--- src/logic/xbp_pkg.sv ---
// Notes on behaviour
// - one request input per dma channel, channels 7-5 and 3-0
// - one dma grant per channel, high only when that channel owns the bus
// - each master slot has its own request input and grant output
// - refresh line driven only while dma is master serving internal refresh
// - refresh line is an input while a 16-bit isa master drives it
// - command strobe tristates the data port after a read cycle
// - end-of-transfer mode one: slave input stops the running dma transfer
// - end-of-transfer mode two: slave input acts as terminal count
// - end-of-transfer mode three: drive line when chain buffer expires
// - interrupt request inputs for lines 15 down to 3, and line 1
// - master mode drives all four byte enables
// - slave mode: upper three byte enables are inputs, lowest always output
// - slave mode drives ready whenever a slave write hits own registers
// - master mode: ready input completes cycle, next burst address follows
// - data port driven only while selected in io read or int ack
// - slave select asserted whenever accessed as a slave
// - address enable shows whether host, eisa or isa master owns the bus
// - channel check error input can be programmed to raise nmi
// - slave mode decodes every bus cycle for register access
// - master mode runs own dma or refresh cycles
// - requesters sit on priority levels, rotating within each level
`default_nettype none
package xbp_pkg;
  localparam int unsigned dma_channels  = 8;  // index 4 is the cascade hole
  localparam int unsigned slot_count    = 6;
  localparam int unsigned irq_lines     = 16;
  localparam logic [7:0]  dma_valid_mask = 8'hEF;
  localparam logic [15:0] irq_valid_mask = 16'hFFFA;
  localparam logic [7:0]  reset_data     = 8'h00;
  // ownership shown on the address enable code
  typedef enum logic [1:0] {
    xbp_own_host = 2'b00,
    xbp_own_eisa = 2'b01,
    xbp_own_isa  = 2'b11
  } xbp_owner_type;
  // end-of-transfer handling
  typedef enum logic [1:0] {
    xbp_eot_stop   = 2'b00,
    xbp_eot_tc     = 2'b01,
    xbp_eot_chain  = 2'b10
  } xbp_eot_type;
  // arbiter state, gray in the order idle-dma-slot-refresh
  typedef enum logic [1:0] {
    xbp_idle    = 2'b00,
    xbp_dma     = 2'b01,
    xbp_slot    = 2'b11,
    xbp_refresh = 2'b10
  } xbp_state_type;
endpackage
`default_nettype wire

--- src/logic/xbp_top.sv ---
`default_nettype none
module xbp_top (
  input  wire logic                  clk,
  input  wire logic                  nrst,
  input  wire logic [7:0]            dma_request,
  output var  logic [7:0]            dma_grant,
  input  wire logic [5:0]            slot_master_request,
  output var  logic [5:0]            slot_master_grant_n,
  input  wire logic                  refresh_request,
  input  wire logic                  isa16_master_active,
  input  wire logic                  refresh_line_in_n,
  output var  logic                  refresh_line_out_n,
  output var  logic                  refresh_line_oe_n,
  input  wire logic                  command_strobe_n,
  input  wire logic                  io_read,
  input  wire logic                  int_ack,
  input  wire logic                  slave_write,
  input  wire logic                  address_hit,
  input  wire xbp_pkg::xbp_eot_type  eot_mode,
  input  wire logic                  chain_expired,
  input  wire logic                  end_of_transfer_line_in,
  output var  logic                  end_of_transfer_line_out,
  output var  logic                  end_of_transfer_line_oe_n,
  output var  logic                  transfer_stop,
  output var  logic                  terminal_count,
  input  wire logic [15:0]           irq_request,
  output var  logic [15:0]           irq_pending,
  input  wire logic [3:0]            bus_byte_enables_in_n,
  input  wire logic [3:0]            master_byte_enables_n,
  output var  logic [3:0]            bus_byte_enables_out_n,
  output var  logic [3:0]            bus_byte_enables_oe_n,
  output var  logic [2:0]            slave_register_select_n,
  input  wire logic                  cycle_ready_line_in_n,
  output var  logic                  cycle_ready_line_out_n,
  output var  logic                  cycle_ready_line_oe_n,
  output var  logic                  burst_next_address,
  input  wire logic [7:0]            read_data,
  output var  logic [7:0]            register_data_port_out,
  output var  logic                  register_data_port_oe_n,
  output var  logic                  slave_select_out_n,
  output var  logic [1:0]            address_enable_out,
  input  wire logic                  channel_check_error_n,
  input  wire logic                  nmi_on_check_enable,
  output var  logic                  nmi_request
);
  import xbp_pkg::*;

  // two-flop synchronisers for dma, slot and irq requests, byte enables and ten control pins
  logic [7:0]  dreq_s1, dreq;
  logic [5:0]  sreq_s1, sreq;
  logic [15:0] irq_s1, irq;
  logic [3:0]  be_s1, be_in;
  logic [9:0]  misc_s1, misc;
  logic        cmd_n, eot_in, rdy_n, chk_n, ref_in_n;
  logic        isa16, io_rd, iack, swr, hit;

  always_ff @(posedge clk or negedge nrst) begin
    if (!nrst) begin
      dreq_s1 <= '0;
      dreq    <= '0;
      sreq_s1 <= '0;
      sreq    <= '0;
      irq_s1  <= '0;
      irq     <= '0;
      be_s1   <= 4'hF;
      be_in   <= 4'hF;
      misc_s1 <= 10'h2E0; // idle levels, so no false hit after reset
      misc    <= 10'h2E0;
    end else begin
      dreq_s1 <= dma_request & dma_valid_mask;
      dreq    <= dreq_s1;
      sreq_s1 <= slot_master_request;
      sreq    <= sreq_s1;
      irq_s1  <= irq_request & irq_valid_mask;
      irq     <= irq_s1;
      be_s1   <= bus_byte_enables_in_n;
      be_in   <= be_s1;
      misc_s1 <= {command_strobe_n, end_of_transfer_line_in,
                  cycle_ready_line_in_n, channel_check_error_n,
                  refresh_line_in_n, isa16_master_active, io_read,
                  int_ack, slave_write, address_hit};
      misc    <= misc_s1;
    end
  end

  assign {cmd_n, eot_in, rdy_n, chk_n, ref_in_n, isa16, io_rd, iack,
          swr, hit} = misc;

  // arbiter: refresh first, then dma, then slots; rotation inside levels
  xbp_state_type state;
  logic [2:0] dma_last;
  logic [2:0] slot_last;
  logic [2:0] dma_pick;
  logic [2:0] slot_pick;
  logic       dma_any;
  logic       slot_any;
  logic       master_mode;
  logic       req_live;

  // round robin search starting after the last winner
  always_comb begin
    logic [3:0] idx;
    dma_pick = dma_last;
    dma_any  = 1'b0;
    idx      = '0;
    // nearest follower of the last winner is tried last, so it wins
    for (int i = 8; i >= 1; i--) begin
      idx = 4'(dma_last) + 4'(i);
      if (dreq[idx[2:0]]) begin
        dma_pick = idx[2:0];
        dma_any  = 1'b1;
      end
    end
  end

  always_comb begin
    logic [3:0] idx;
    slot_pick = slot_last;
    slot_any  = 1'b0;
    idx       = '0;
    for (int i = 6; i >= 1; i--) begin
      idx = 4'(slot_last) + 4'(i);
      if (idx >= 4'd6) idx = idx - 4'd6;
      if (sreq[idx[2:0]]) begin
        slot_pick = idx[2:0];
        slot_any  = 1'b1;
      end
    end
  end

  // a grant holds while its requester keeps asking, a dma grant only until transfer_stop
  always_comb begin
    case (state)
      xbp_dma:     req_live = dreq[dma_last] && !transfer_stop;
      xbp_slot:    req_live = sreq[slot_last];
      xbp_refresh: req_live = refresh_request;
      default:     req_live = 1'b0;
    endcase
  end

  always_ff @(posedge clk or negedge nrst) begin
    if (!nrst) begin
      state     <= xbp_idle;
      dma_last  <= 3'h7;
      slot_last <= 3'h5;
    end else if (state == xbp_idle) begin
      // no own refresh while an adapter holds the refresh line low
      if (refresh_request && !isa16 && ref_in_n)
        state <= xbp_refresh;
      // a slave holding the stop line keeps dma off the bus
      else if (dma_any && !(eot_in && eot_mode == xbp_eot_stop)) begin
        state    <= xbp_dma;
        dma_last <= dma_pick;
      end else if (slot_any) begin
        state     <= xbp_slot;
        slot_last <= slot_pick;
      end
    end else if (!req_live) begin
      state <= xbp_idle; // one idle cycle between owners keeps grants apart
    end
  end

  // grants, one-hot by construction
  always_ff @(posedge clk or negedge nrst) begin
    if (!nrst) begin
      dma_grant           <= '0;
      slot_master_grant_n <= 6'h3F;
    end else begin
      dma_grant           <= '0;
      slot_master_grant_n <= 6'h3F;
      if (state == xbp_dma && req_live)
        dma_grant[dma_last] <= 1'b1;
      if (state == xbp_slot && req_live)
        slot_master_grant_n[slot_last] <= 1'b0;
    end
  end

  assign master_mode = (state == xbp_dma) || (state == xbp_refresh);

  // refresh line drive, released for a 16-bit isa master
  always_ff @(posedge clk or negedge nrst) begin
    if (!nrst) begin
      refresh_line_out_n <= 1'b1;
      refresh_line_oe_n  <= 1'b1;
    end else begin
      refresh_line_out_n <= !(state == xbp_refresh);
      refresh_line_oe_n  <= !(state == xbp_refresh && !isa16);
    end
  end

  // end-of-transfer handling by mode
  always_ff @(posedge clk or negedge nrst) begin
    if (!nrst) begin
      transfer_stop             <= 1'b0;
      terminal_count            <= 1'b0;
      end_of_transfer_line_out  <= 1'b0;
      end_of_transfer_line_oe_n <= 1'b1;
    end else begin
      transfer_stop  <= eot_in && state == xbp_dma &&
                        eot_mode == xbp_eot_stop;
      terminal_count <= eot_in && state == xbp_dma &&
                        eot_mode == xbp_eot_tc;
      end_of_transfer_line_out  <= chain_expired &&
                                   eot_mode == xbp_eot_chain;
      end_of_transfer_line_oe_n <= !(eot_mode == xbp_eot_chain);
    end
  end

  // interrupt request levels as seen after synchronising
  always_ff @(posedge clk or negedge nrst) begin
    if (!nrst) irq_pending <= '0;
    else irq_pending <= irq;
  end

  // byte enables: all four in master mode, lowest always driven
  always_ff @(posedge clk or negedge nrst) begin
    if (!nrst) begin
      bus_byte_enables_out_n  <= 4'hF;
      bus_byte_enables_oe_n   <= 4'hE;
      slave_register_select_n <= 3'h7;
    end else begin
      bus_byte_enables_out_n  <= master_byte_enables_n;
      bus_byte_enables_oe_n   <= master_mode ? 4'h0 : 4'hE;
      slave_register_select_n <= be_in[3:1];
    end
  end

  // slave decode and select
  logic slave_access;
  assign slave_access = hit && !master_mode;

  always_ff @(posedge clk or negedge nrst) begin
    if (!nrst) slave_select_out_n <= 1'b1;
    else slave_select_out_n <= !slave_access;
  end

  // ready: output on slave write, input in master mode
  always_ff @(posedge clk or negedge nrst) begin
    if (!nrst) begin
      cycle_ready_line_out_n <= 1'b1;
      cycle_ready_line_oe_n  <= 1'b1;
      burst_next_address     <= 1'b0;
    end else begin
      cycle_ready_line_out_n <= !(slave_access && swr);
      cycle_ready_line_oe_n  <= !(slave_access && swr);
      burst_next_address     <= master_mode && !rdy_n;
    end
  end

  // data port drives only for reads while selected, dropped on strobe end
  always_ff @(posedge clk or negedge nrst) begin
    if (!nrst) begin
      register_data_port_out  <= reset_data;
      register_data_port_oe_n <= 1'b1;
    end else begin
      register_data_port_out <= read_data;
      register_data_port_oe_n <= !(slave_access && (io_rd || iack) &&
                                   !cmd_n);
    end
  end

  // bus ownership code and check error nmi
  always_ff @(posedge clk or negedge nrst) begin
    if (!nrst) begin
      address_enable_out <= xbp_own_host;
      nmi_request        <= 1'b0;
    end else begin
      if (state == xbp_slot)
        address_enable_out <= isa16 ? xbp_own_isa : xbp_own_eisa;
      else
        address_enable_out <= xbp_own_host;
      nmi_request <= !chk_n && nmi_on_check_enable;
    end
  end
endmodule
`default_nettype wire

--- config.mk ---
export PLATFORM = sky130hd
export DESIGN_NAME = xbp_top
export DESIGN_NICKNAME = d
export VERILOG_FILES = /design/src/logic/xbp_pkg.sv /design/src/logic/xbp_top.sv
export SDC_FILE = /design/constraint.sdc
export NUM_CORES = 1
export LEC_CHECK = 0
export ABC_AREA = 1
export ABC_CLOCK_PERIOD_IN_PS = 2800
export BUFFER_PORTS_ARGS = -buffer_cell sky130_fd_sc_hd__buf_2
export CORE_MARGIN = 4
export CORE_UTILIZATION = 49
export DETAILED_ROUTE_END_ITERATION = 6
export PLACE_DENSITY = 0.72
export RECOVER_POWER = 25
export SLEW_MARGIN = 20
export SYNTH_ARGS = -nofsm -noshare
export SYNTH_HDL_FRONTEND = slang
export SYNTH_SLANG_ARGS = --single-unit
--- constraint.sdc ---
create_clock -name clk -period 2.8 [get_ports clk]
set_clock_uncertainty 0.1 [all_clocks]
set_input_delay 0.56 -clock clk [delete_from_list [all_inputs] [get_ports clk]]
set_output_delay 0.56 -clock clk [all_outputs]
set_load 0.01 [all_outputs]
# After elaboration in Yosys (flattened, before gate mapping)
# Cells that the tools add are included.
[op_classes]
add_sub_neg = 20
magnitude_cmp = 24
eq_ne = 7
muxes = 81
n_bitwise = 3
n_reduce_logical = 42
[ops]
columns = ["cell", "count"]
rows = [
  ["$lt A3 B4 Y1 const B", 16],
  ["$mux W3", 20],
  ["$bmux W1 S3", 16],
  ["$mux W1", 32],
  ["$ge A4 B3 Y1 const B", 6],
  ["$logic_and A1 B1 Y1", 20],
  ["$sub A3 B3 Y3 const B", 6],
  ["$mux W2", 7],
  ["$logic_not A1 Y1", 13],
  ["$add A3 B3 Y3 const B", 4],
  ["$add A3 B3 Y4 const B", 3],
  ["$add A3 B2 Y4 const B", 2],
  ["$mux W8", 1],
  ["$reduce_bool A8 Y1", 1],
  ["$add A3 B1 Y3 const B", 2],
  ["$add A3 B2 Y3 const B", 2],
  ["$demux W1 S3", 2],
  ["$eq A2 B2 Y1 const B", 3],
  ["$ge A3 B1 Y1 const B", 2],
  ["$mux W6", 1],
  ["$not A6 Y6", 1],
  ["$reduce_bool A6 Y1", 1],
  ["$reduce_and A5 Y1", 1],
  ["$add A3 B1 Y4 const B", 1],
  ["other kinds (10)", 14],
]
[totals]
reg_bits = 150
inputBits = 63

# Longest topological paths before layout
# Gate-level depths: netlist (run 1).
[depth]
depth_word = 15
ltp_mapped = 20
depth_no_buf = 18

# Worst setup path before layout (run 1)
# OpenSTA, ideal clock, no wires.
[synth_path]
path_kind = "register to register"
start = "register slot_last[0]"
end = "register state[0]"
setup_ns = 0.076
arrival_ns = 2.453
required_ns = 2.624
setup_slack_ns = 0.171
stages_incl_launch_ff = 19
path_buffers = 3
period_less_slack_ns = 2.629
path_cell_list = "dfstp_2 -> buf_4 -> buf_6 -> inv_1 -> ha_1 -> buf_4 -> inv_2 -> nand3_1 -> nand2_1 -> nand2_1 -> o21ai_0 -> nor2_1 -> inv_1 -> nand2_2 -> nor2_1 -> nand2_2 -> o21ai_4 -> nand2_1 -> o21ai_1"
[synth_between]
elab_chain_cells = 13
[synth_lines]
columns = ["item", "line_no", "source"]
rows = [
  ["start, declared", "xbp_top.sv:92", "logic [2:0] slot_last;"],
  ["start signal, assigned", "xbp_top.sv:156", "slot_last <= slot_pick;"],
  ["$add A3 B3 Y4", "xbp_top.sv:122", "idx = 4'(slot_last) + 4'(i);"],
  ["$ge A4 B3 Y1 / $sub A3 B3 Y3 (equally long branches)", "xbp_top.sv:123", "if (idx >= 4'd6) idx = idx - 4'd6;"],
  ["$mux W3", "xbp_top.sv:123", ""],
  ["$bmux W1 S3", "xbp_top.sv:124", "if (sreq[idx[2:0]]) begin"],
  ["$mux W1 (implied by the code)", "xbp_top.sv:124", ""],
  ["$mux W1 (6 in a row)", "xbp_top.sv:124", ""],
  ["$ne A4 B2 Y1 (no line)", "n/a", ""],
  ["$reduce_and A2 Y1 (no line) *", "n/a", ""],
  ["end signal, assigned", "xbp_top.sv:143", "state <= xbp_idle;"],
  ["end signal, assigned", "xbp_top.sv:149", "state <= xbp_refresh;"],
  ["end signal, assigned", "xbp_top.sv:152", "state <= xbp_dma;"],
  ["end, declared", "xbp_top.sv:90", "xbp_state_type state;"],
]
# Every way passes the cells marked *; elsewhere a longest branch is shown, timed or not. The select of a mux whose other input is x is not followed.
# A chain may end at the register's enable or synchronous reset.

# Worst setup path after layout (run 1)
[layout_path]
start = "register slot_last[0]"
end = "register slot_last[1]"
[layout_between]
elab_chain_cells = 12
[layout_lines]
columns = ["item", "line_no"]
rows = [
  ["$add A3 B3 Y4", "xbp_top.sv:122"],
  ["$ge A4 B3 Y1 / $sub A3 B3 Y3 (equally long branches)", "xbp_top.sv:123"],
  ["$mux W3", "xbp_top.sv:123"],
  ["$bmux W1 S3", "xbp_top.sv:124"],
  ["$mux W1 (implied by the code)", "xbp_top.sv:124"],
  ["$mux W1 (6 in a row)", "xbp_top.sv:124"],
  ["$reduce_and A5 Y1 (no line)", "n/a"],
]
# Parallel ways exist; a longest one is shown, timed or not. The select of a mux whose other input is x is not followed.

==> results.md, run 1 <==
* Outcome: complete, but fails checks
* Failing checks: negative hold slack
* Most frequent cells in the layout: 119 x nand2_1, 116 x buf_2, 106 x dfrtp_1
* Startpoint types: register
* Non-filler cells, final at around 840
* Mux contribution to synthesized area at 0%
* Slew HR at ~66%
* Synth Register Bits at 145
* Die Area at 13700 sq um
* Peak Freq at ~400 MHz
* Standard-cell rows at 39
* Compound-gate portion of the synthesized area at 5.21%
* Sequential share of the synthesized area at a little over three fifths
* Mean Syn Cell Area at 10.8 sq um
* Synth-to-Final Area Change at 23.9%
* GRT Total Usage at 18.4%
* Yosys warning count at 0
* # IOs at 126
* Mapped Area at 5810 sq um
* Final Hold Vio Count at 8
* Peak supply drop at 0.000692 V
* Clock period minus final worst setup slack at 2570 ps
* Unrepaired setup endpoints after global routing: no
* Routed wire length per instance at 13.8 microns
* DRT iter0 DRCs at 186
* DRT Pass-1 Iters at 4
* Worst-case clock buffer depth at 2
* Max-slew violation count at 0
* Total Power at 0.00869 W
* Setup TNS at 0 ps
* Hold Slack at -12.3 ps
* Share of cells above drive strength 1 at between 30% and 40%
* Port bufs at 118
* DIE HEIGHT at between 100 and 150 microns
* Post-synth top flop: dfrtp_1
* Antenna violations before repair at 0
* Unique masters post-synth at 39
* DP Worst Slack at around 180 ps
* Tcrit/Tclk final at roughly nine tenths
* Post-Synth Simple-Gate Area at 19.7%
* Nets at 764
* Crit Path Max Fanout at 5
* Worst Setup Path Type: register to register
* CTS buffer count at 17
* Final antenna-violating net count at 0
* Most common cell after layout, fill and taps aside: nand2_1
* Slew of the pin with the lowest slew margin at 504 ps
* Max Cap Viol at 0
* Root buf cell: clkbuf_16
* EDFF count, synth at 0
* Largest net degree at the start of global routing at 65
* Grt total ovfl at 0
* Worst Path Arrival at 2780 ps
* Fillers at 953
* TritonCTS clock tree: built
* Clock Sink Count at 145
* DRT Wirelength at 11500 microns
* Antenna diodes at 0
* Post-synth ARST share at 100%
* Vias per cell at just under 5
* Post-DP HPWL at 8590 microns
* Vias in the first global route at between 4000 and 5000
* First-pass GRT wire length at about 19000 microns
* # DRC at 0
* PwrDens at 1210 nW/um^2
* H-tree Lvls at 4
* Initial core utilization at 50.4%
* Core Footprint at 11500 sq um
* Die X at approximately 120 microns
* Clock transition at path regs at 60 ps
* CP endpoint kind: register
* Largest family of logic cells by synthesized area: simple AND/OR/NAND/NOR gates
* Final worst slack at between 200 and 250 ps
* Hold Path Class: primary input to async pin
* Post-Synth Adder-Cell Area at 4.31%
* Global placement routability congestion at 0.955
* Placed cell count at about 800
* Post-synthesis cell count at 538
* Required time of the critical path at 3000 ps
* Static leakage at 3.63 nW
* Xor/xnor share of the synthesized area at 1.06%
* Number of setup violations in the final report at 0
* Clk_lat worst skew at 420 ps
* Routed vias at 4074
## metal layers
metal  track usage (%)  vias up  share of wire (%)
met5                 0        -                  0
met4              6.96        0                1.4
met3              7.30       12                8.7
met2              29.4      153                 46
met1              22.7     1906                 44
li1                  -     2003                  -
## kinds of logic after synthesis
| logic type | Yosys count |
|---|---|
| simple gates | 247 |
| flops | 145 |
| buf+inv | 76 |
| compound gates | 45 |
| fa+ha+maj | 20 |
| xor+xnor | 4 |
| other cells | 1 |
## metrics by stage
step	cell area, sq um	utilization [%]
2_1_floorplan	5820	-
5_1_grt	7200	62.5
3_5_place_dp	6610	57.4
6_report	7200	62.5
3_3_place_gp	6610	57.4
4_1_cts	7170	62.3
## Yosys cell counts, types with 2 or more instances
cell type / number / share of area, %
inv_2: 5 / 0.32
nand2_1: 120 / 7.8
o21ai_1: 8 / 0.69
nor2_2: 3 / 0.32
dfstp_2: 39 / 18
buf_6: 6 / 1.2
nor3_1: 11 / 0.95
inv_1: 53 / 3.4
a31oi_1: 2 / 0.22
clkinv_2: 2 / 0.17
nand2_2: 16 / 1.7
o21ai_2: 2 / 0.30
nand3_1: 64 / 5.5
ha_1: 20 / 4.3
dfrtp_1: 106 / 46
nand3_2: 4 / 0.69
nand4_1: 3 / 0.32
a21oi_1: 10 / 0.86
buf_4: 8 / 1.0
nand2_4: 4 / 0.78
inv_4: 2 / 0.22
nor2_1: 18 / 1.2
o211ai_2: 2 / 0.43
o21ai_4: 2 / 0.56
o21ai_0: 14 / 1.2
## area by class of cell
class | instances | area, sq um | share of cell area [%]
Inverter | 62 | 240 | 3.34
Timing Repair Buffer | 136 | 751 | 10.4
Sequential cell | 145 | 3680 | 51.1
Multi-Input combinational cell | 319 | 1780 | 24.8
Tap cell | 143 | 179 | 2.49
Clock inverter | 12 | 121 | 1.69
Clock buffer | 20 | 447 | 6.21
## what timing repair did
action / 4_1_cts / 5_1_grt
resized for setup: 0 / 7
hold buffers: 0 / 0
setup buffers: 0 / 1
setup endpoints to repair: 0 / 6
## path summary, 6_finish.rpt
| kind | startpoint | endpoint | slack [ps] | cells past startpoint |
|---|---|---|---|---|
| setup / recovery | slot_last[0]$_DFFE_PN1P_ | slot_last[1]$_DFFE_PN0P_ | 230 | 16 |
| hold / removal | nrst | irq[8]$_DFF_PN0_ | -10 | 1 |
| setup reg to reg | slot_last[0]$_DFFE_PN1P_ | slot_last[1]$_DFFE_PN0P_ | 230 | 16 |
| hold reg to reg | irq[4]$_DFF_PN0_ | irq_pending[4]$_DFF_PN0_ | 240 | 0 |
| max in group asynchronous | nrst | be_s1[2]$_DFF_PN1_ | 1850 | 2 |
| min in group clk | master_byte_enables_n[3] | bus_byte_enables_out_n[3]$_DFF_PN1_ | 140 | 1 |
## critical path, stage by stage, from the launching register on
cell and delay, ps:
dfstp_2 540, inv_1 60, ha_2 390, buf_4 150
nor2_1 50, o21ai_2 170, nand2_1 120, nand2_1 110
nand2_1 50, nor2_1 160, inv_1 70, nand2_2 90
inv_1 80, a21oi_1 160, nor2_2 60, nand2_1 60
nand2_1 40
## sequential cells by signal (all words and copies together) (netlist names), 6 cells and up
name and count:
dma_grant 8, dreq_s1 7, sreq_s1 6, register_data_port_out 8, irq_pending 14, misc 10
sreq 6, slot_master_grant_n 6, irq 14, dreq 7, misc_s1 10, irq_s1 14
## power breakdown
part	total, W	internal (W)	switching (W)
Sequential	0.00243	0.00234	0.0000935
Combinational	0.00412	0.00146	0.00266
Clock	0.00214	0.00126	0.000877
Total	0.00869	0.00506	0.00363
Power figures use the tool's default switching activity.
==> run 2, diff against run 1 <==
--- a/config.mk
+++ b/config.mk
@@ -8,8 +8,10 @@
 export ABC_AREA = 1
 export ABC_CLOCK_PERIOD_IN_PS = 2800
 export BUFFER_PORTS_ARGS = -buffer_cell sky130_fd_sc_hd__buf_2
-export CORE_MARGIN = 4
+export CORE_ASPECT_RATIO = 1.4
+export CORE_MARGIN = 2
 export CORE_UTILIZATION = 49
+export CTS_BUF_LIST = sky130_fd_sc_hd__clkbuf_16
 export DETAILED_ROUTE_END_ITERATION = 6
 export PLACE_DENSITY = 0.72
 export RECOVER_POWER = 25
==> run 2 against run 1 <==
Net effect: the flow finishes with violations (design-rule violations); design area fell by 0.75%; global-route usage rose by 0.67 points; setup slack got worse by 42 ps; clock power fell by 7%; largest cell class unchanged; highest routed layer unchanged.
==> results.md, run 2 (same netlist as run 1, synthesis figures left out) <==
* Logic pwr share at 47.8% (was 47.4%)
* Worst Path Arrival at 2850 ps (was 2780 ps)
* Post-CTS Resized at 0 (unchanged)
* Die Area at 12800 sq um (was 13700 sq um)
* Core Footprint at 11700 sq um (was 11500 sq um)
* Startpoint types: register (unchanged)
* Required time of the critical path at 3030 ps (was 3000 ps)
* TritonCTS clock tree: built (unchanged)
* First-pass GRT wire length at 18500 microns (was 19200 microns)
* H-tree Lvls at 4 (unchanged)
* Net Sw Power at 0.00367 W (was 0.00363 W)
* Setup TNS at 0 ps (unchanged)
* Vias in the first global route at 4125 (was 4182)
* Failing checks: design-rule violations (was negative hold slack)
* Final instance area at 7140 sq um (was 7200 sq um)
* Peak Freq at 382 MHz (was 389 MHz)
* Slew of the pin with the lowest slew margin at 527 ps (was 504 ps)
* Standard-cell rows at 47 (was 39)
* CP endpoint kind: register (unchanged)
* Outcome: complete, but fails checks (unchanged)
* Largest regs: irq: 14 flops, irq_pending: 14 flops, irq_s1: 14 flops (unchanged)
* Post-DP HPWL at 8600 microns (was 8590 microns)
* Root buf cell: clkbuf_16 (unchanged)
* Most frequent cells in the layout: 120 x nand2_1, 116 x buf_2, 106 x dfrtp_1 (was 119 x nand2_1, 116 x buf_2, 106 x dfrtp_1)
* Worst Setup Path Type: register to register (unchanged)
* Die X at 96.0 microns (was 117 microns)
* Vias per cell at 4.91 (was 4.87)
* Hold Path Class: primary input to async pin (unchanged)
* Clk_lat worst skew at 410 ps (was 420 ps)
* Routed wire length per instance at 13.6 microns (was 13.8 microns)
* CTS buffer count at 17 (unchanged)
* DRT Pass-1 Iters at 6 (was 4)
* Hold buffers post-CTS at 0 (unchanged)
* Static leakage at 3.59 nW (was 3.63 nW)
* PwrDens at 1190 nW/um^2 (was 1210 nW/um^2)
* Peak supply drop at 0.000634 V (was 0.000692 V)
* DP Area at 6590 sq um (was 6610 sq um)
* # IOs at 126 (unchanged)
* P_int at 0.00486 W (was 0.00506 W)
* Antenna diodes at 0 (unchanged)
* Initial core utilization at 49.6% (was 50.4%)
* Share of cells above drive strength 1 at 36.7% (was 37.0%)
* Nets at 760 (was 764)
* Port bufs at 118 (unchanged)
* DIE HEIGHT at 133 microns (was 117 microns)
* Largest net degree at the start of global routing at 62 (was 65)
* Routed vias at 4108 (was 4074)
* Worst-case clock buffer depth at 2 (unchanged)
* Max Cap Viol at 0 (unchanged)
* Most common cell after layout, fill and taps aside: nand2_1 (unchanged)
* Final Hold Vio Count at 0 (was 8)
* DRT iter0 DRCs at 137 (was 186)
* Synth-to-Final Area Change at 23.0% (was 23.9%)
* Clk pwr share at 23.5% (was 24.6%)
* Final antenna-violating net count at 0 (unchanged)
* Number of setup violations in the final report at 0 (unchanged)
* Antenna violations before repair at 0 (unchanged)
* # DRC at 1 (was 0)
* Global placement routability congestion at 0.895 (was 0.955)
* Postcts setup bufs at 0 (unchanged)
* GRT Total Usage at 19.1% (was 18.4%)
* Switching Share at 43.0% (was 41.8%)
* Grt total ovfl at 0 (unchanged)
* Slew HR at 64.8% (was 66.4%)
* Sequential share of power at 28.7% (was 28.0%)
* Tcrit/Tclk final at 93.4% (was 91.9%)
* Clock period minus final worst setup slack at 2610 ps (was 2570 ps)
* Crit Path Max Fanout at 7 (was 5)
* Max-slew violation count at 0 (unchanged)
* Clock transition at path regs at 60 ps (about the same)
* DRT Wirelength at 11400 microns (was 11500 microns)
* Clock Sink Count at 145 (unchanged)
[run 2: cell types whose count changed in the layout (fill, tap and decap cells not counted), sizes merged]
cell,delta
clkinv,-1
clkinvlp,+3
buf,-4
bufinv,-1
clkbuf,-3
inv,+2
[run 2: path summary, 6_finish.rpt]
| path | slack, ps | depth (start not counted) | start | end |
|---|---|---|---|---|
| setup / recovery | 190 | 14 | slot_last[0]$_DFFE_PN1P_ | state[1]$_DFFE_PN0P_ |
| hold / removal | 10 | 1 | nrst | irq[14]$_DFF_PN0_ |
| setup reg to reg | 190 | 14 | slot_last[0]$_DFFE_PN1P_ | state[1]$_DFFE_PN0P_ |
| hold reg to reg | 240 | 0 | irq[5]$_DFF_PN0_ | irq_pending[5]$_DFF_PN0_ |
| max in group asynchronous | 1860 | 2 | nrst | slot_master_grant_n[5]$_DFF_PN1_ |
| min in group clk | 150 | 1 | master_byte_enables_n[0] | bus_byte_enables_out_n[0]$_DFF_PN1_ |
[run 2: final cells by class]
cell class                      instances  area, sq um
Multi-Input combinational cell        319         1790
Timing Repair Buffer                  132          721
Fill cell                             945         4560
Inverter                               62          240
Clock inverter                         15          111
Tap cell                              147          184
Clock buffer                           17          425
Sequential cell                       145         3680
[run 2: per-layer routing]
metal  wire [microns]  track usage, %
met4              364            8.25
met2             5880            31.9
met1             4400            21.8
met5                0               0
met3              773            6.49
[run 2: stage by stage]
| stage | instances | total power [W] | util, % | setup slack, ps | hold WS, ps |
|---|---|---|---|---|---|
| finish | 837 | 0.00853 | 61.0 | 185 | 9.67 |
| global route | 837 | 0.00914 | 61.0 | -13.9 | 48.8 |
| CTS | 837 | 0.00848 | 60.9 | 84.6 | 22.7 |
| detailed placement | 805 | 0.00643 | 56.3 | 96.1 | 235 |
| global placement | 805 | 0.00632 | 56.3 | 199 | 231 |
| floorplan | 540 | 0.00551 | - | 171 | 164 |
[run 2: power groups by stage]
| stage | Clock, W | Combinational, W | Sequential, W |
|---|---|---|---|
| final | 0.00200 | 0.00408 | 0.00245 |
| after global routing | 0.00215 | 0.00452 | 0.00247 |
| after CTS | 0.00206 | 0.00397 | 0.00245 |
| after detailed placement | 0 | 0.00395 | 0.00248 |
| after global placement | 0 | 0.00385 | 0.00247 |
| after floorplan | 0 | 0.00300 | 0.00251 |
[run 2: worst max-delay path, cell delays in order (launching register included)]
cell and delay [ps]:
dfstp_2 540, inv_1 110, ha_2 440, nand2_1 80, nand3_1 130, nand3_1 130, nand2_1 120, nand2_1 60
nand3_1 130, nand3_1 130, nor2_1 140, nand2_2 110, o21ai_4 170, nand2_1 80, o21ai_1 70
==> run 3, diff against run 2 <==
--- a/config.mk
+++ b/config.mk
@@ -11,7 +11,6 @@
 export CORE_ASPECT_RATIO = 1.4
 export CORE_MARGIN = 2
 export CORE_UTILIZATION = 49
-export CTS_BUF_LIST = sky130_fd_sc_hd__clkbuf_16
 export DETAILED_ROUTE_END_ITERATION = 6
 export PLACE_DENSITY = 0.72
 export RECOVER_POWER = 25
==> run 3 against run 2 <==
Net effect: first-iteration DRC count grew 5.1%; register-to-register slack is essentially flat; critical endpoint unchanged; sequential share of layout area shrank 0.072 points; the flow still finishes with violations (design-rule violations); power grew 0.42%.
==> results.md, run 3 (same netlist as run 1, synthesis figures left out) <==
* Clock period minus final worst setup slack at 2610 ps (about the same)
* Max stage delay on crit path at 540 ps (about the same)
* Antenna violations before repair at 0 (unchanged)
* DRT Pass-1 Iters at 6 (unchanged)
* Global placement routability congestion at 0.895 (unchanged)
* Setup TNS at 0 ps (unchanged)
* Met1 WL at 4380 microns (was 4400 microns)
* DRT iter0 DRCs at 144 (was 137)
* Hold buffers post-CTS at 0 (unchanged)
* WL met3 at 790 microns (was 773 microns)
* Total Power at 0.00856 W (was 0.00853 W)
* Worst Setup Path Type: register to register (unchanged)
* Die X at 96.0 microns (unchanged)
* # DRC at 1 (unchanged)
* PwrDens at 1200 nW/um^2 (was 1190 nW/um^2)
* Hold Slack at 9.28 ps (was 9.67 ps)
* CP max stage cell: dfstp_2 (unchanged)
* Synth-to-Final Area Change at 23.2% (was 23.0%)
* Standard-cell rows at 47 (unchanged)
* First-pass GRT wire length at 18500 microns (about the same)
* Peak supply drop at 0.000634 V (about the same)
* Clock transition at path regs at 60 ps (about the same)
* Static leakage at 3.59 nW (about the same)
* Final Hold Vio Count at 0 (unchanged)
* CP endpoint kind: register (unchanged)
* DIE HEIGHT at 133 microns (unchanged)
* Tcrit/Tclk final at 93.4% (about the same)
* Number of cells on the worst reg-to-reg path at 14 (unchanged)
* Die Area at 12800 sq um (unchanged)
* Max layer used: met4 (unchanged)
* # IOs at 126 (unchanged)
* GRT Total Usage at 19.1% (unchanged)
* Postcts setup bufs at 0 (unchanged)
* Post-CTS Resized at 0 (unchanged)
* Slew of the pin with the lowest slew margin at 527 ps (about the same)
* Crit Path Max Fanout at 7 (unchanged)
* Largest net degree at the start of global routing at 62 (unchanged)
* Outcome: complete, but fails checks (unchanged)
* Failing checks: design-rule violations (unchanged)
* Clock Sink Count at 145 (unchanged)
* Max Cap Viol at 0 (unchanged)
* H-tree Lvls at 4 (unchanged)
* Grt total ovfl at 0 (unchanged)
* Routed wire length per instance at 13.6 microns (about the same)
* Vias in the first global route at 4129 (was 4125)
* Nets at 760 (unchanged)
* Most frequent cells in the layout: 120 x nand2_1, 116 x buf_2, 106 x dfrtp_1 (unchanged)
* Routed length on met2 at 5880 microns (unchanged)
* DRT Wirelength at 11400 microns (about the same)
* Most common cell after layout, fill and taps aside: nand2_1 (unchanged)
* Final antenna-violating net count at 0 (unchanged)
* Largest regs: irq: 14 flops, irq_pending: 14 flops, irq_s1: 14 flops (unchanged)
* CTS buffer count at 17 (unchanged)
* R2r setup slk at 190 ps (about the same)
* Initial core utilization at 49.6% (unchanged)
* WP buf/inv at 1 (unchanged)
* Antenna diodes at 0 (unchanged)
* FF-to-FF Start: slot_last[0]$_DFFE_PN1P_ (unchanged)
* Number of setup violations in the final report at 0 (unchanged)
* Worst path cell trace: inv_1 -> ha_2 -> nand2_1 -> nand3_1 -> nand3_1 -> nand2_1 -> nand2_1 -> nand3_1 -> nand3_1 -> nor2_1 -> nand2_2 -> o21ai_4 -> nand2_1 -> o21ai_1 (unchanged)
* Core Footprint at 11700 sq um (unchanged)
* Fillers at 945 (unchanged)
* Peak Freq at 383 MHz (was 382 MHz)
* Routed vias at 4107 (was 4108)
* Startpoint types: register (unchanged)
* TritonCTS clock tree: built (unchanged)
* Root buf cell: clkbuf_16 (unchanged)
* Crit Reg-Reg Endpoint: state[1]$_DFFE_PN0P_ (unchanged)
* Max-slew violation count at 0 (unchanged)
* CP delay by family, top: simple AND/OR/NAND/NOR gates (unchanged)
* Hold Path Class: primary input to async pin (unchanged)
* Post-DP HPWL at 8600 microns (unchanged)
* Slew HR at 64.9% (was 64.8%)
* Vias per cell at 4.91 (about the same)
* Worst Path Arrival at 2850 ps (about the same)
* Share of cells above drive strength 1 at 36.8% (was 36.7%)
* Worst-case clock buffer depth at 2 (unchanged)
* Clk_lat worst skew at 410 ps (about the same)
* Required time of the critical path at 3030 ps (about the same)
* Port bufs at 118 (unchanged)
==> run 3: cell types whose count changed in the layout (fill, tap and decap cells not counted) <==
cell      before  now
clkbuf_1       1    3
clkinv_1       1    0
inv_1         54   52
clkbuf_8       0    1
==> run 3: area by class of cell <==
class                      count  area, sq um  area share [%]
clock buffer                  20          447            6.24
clock inverter                12          100            1.40
multi-input combinational    319         1790            25.0
tap                          147          184            2.57
sequential                   145         3680            51.4
inverter                      62          240            3.36
timing repair buffer         132          721            10.1
==> run 3: stage by stage <==
step | utilization (%) | setup slack, ps | area [sq um] | std cells
after floorplan | - | 171 | 5820 | 540
after global placement | 56.3 | 199 | 6590 | 805
after detailed placement | 56.3 | 96.1 | 6590 | 805
after CTS | 61.0 | 84.6 | 7130 | 837
after global routing | 61.1 | -13.9 | 7150 | 837
final | 61.1 | 186 | 7150 | 837
==> run 3: worst register-to-register path: stages, from the launching register on <==
cell and delay [ps]:
dfstp_2 540, inv_1 110, ha_2 440, nand2_1 80, nand3_1 130, nand3_1 130, nand2_1 120, nand2_1 60
nand3_1 130, nand3_1 130, nor2_1 140, nand2_2 110, o21ai_4 170, nand2_1 80, o21ai_1 70
==> run 3: worst max path at each step <==
stage	startpoint	end	cells after the start
2_1_floorplan	slot_last[0]$_DFFE_PN1P_	state[0]$_DFFE_PN0P_	18
3_3_place_gp	slot_last[0]$_DFFE_PN1P_	state[0]$_DFFE_PN0P_	13
3_5_place_dp	slot_last[0]$_DFFE_PN1P_	state[1]$_DFFE_PN0P_	13
4_1_cts	slot_last[0]$_DFFE_PN1P_	state[1]$_DFFE_PN0P_	13
5_1_grt	slot_last[0]$_DFFE_PN1P_	slot_last[1]$_DFFE_PN0P_	17
6_report	slot_last[0]$_DFFE_PN1P_	state[1]$_DFFE_PN0P_	14
==> run 3: metal layers <==
metal  global-route usage [%]  vias up
met5                        0        -
met2                     31.9      138
met1                     21.8     1944
met4                     8.25        0
li1                         -     1992
met3                     6.49       33
==> run 3: where the power goes <==
part	switching (W)	internal [W]	total (W)	leakage, nW
sequential	0.000108	0.00234	0.00245	1.68
clock	0.000869	0.00117	0.00204	0.248
combinational	0.00269	0.00138	0.00407	1.66
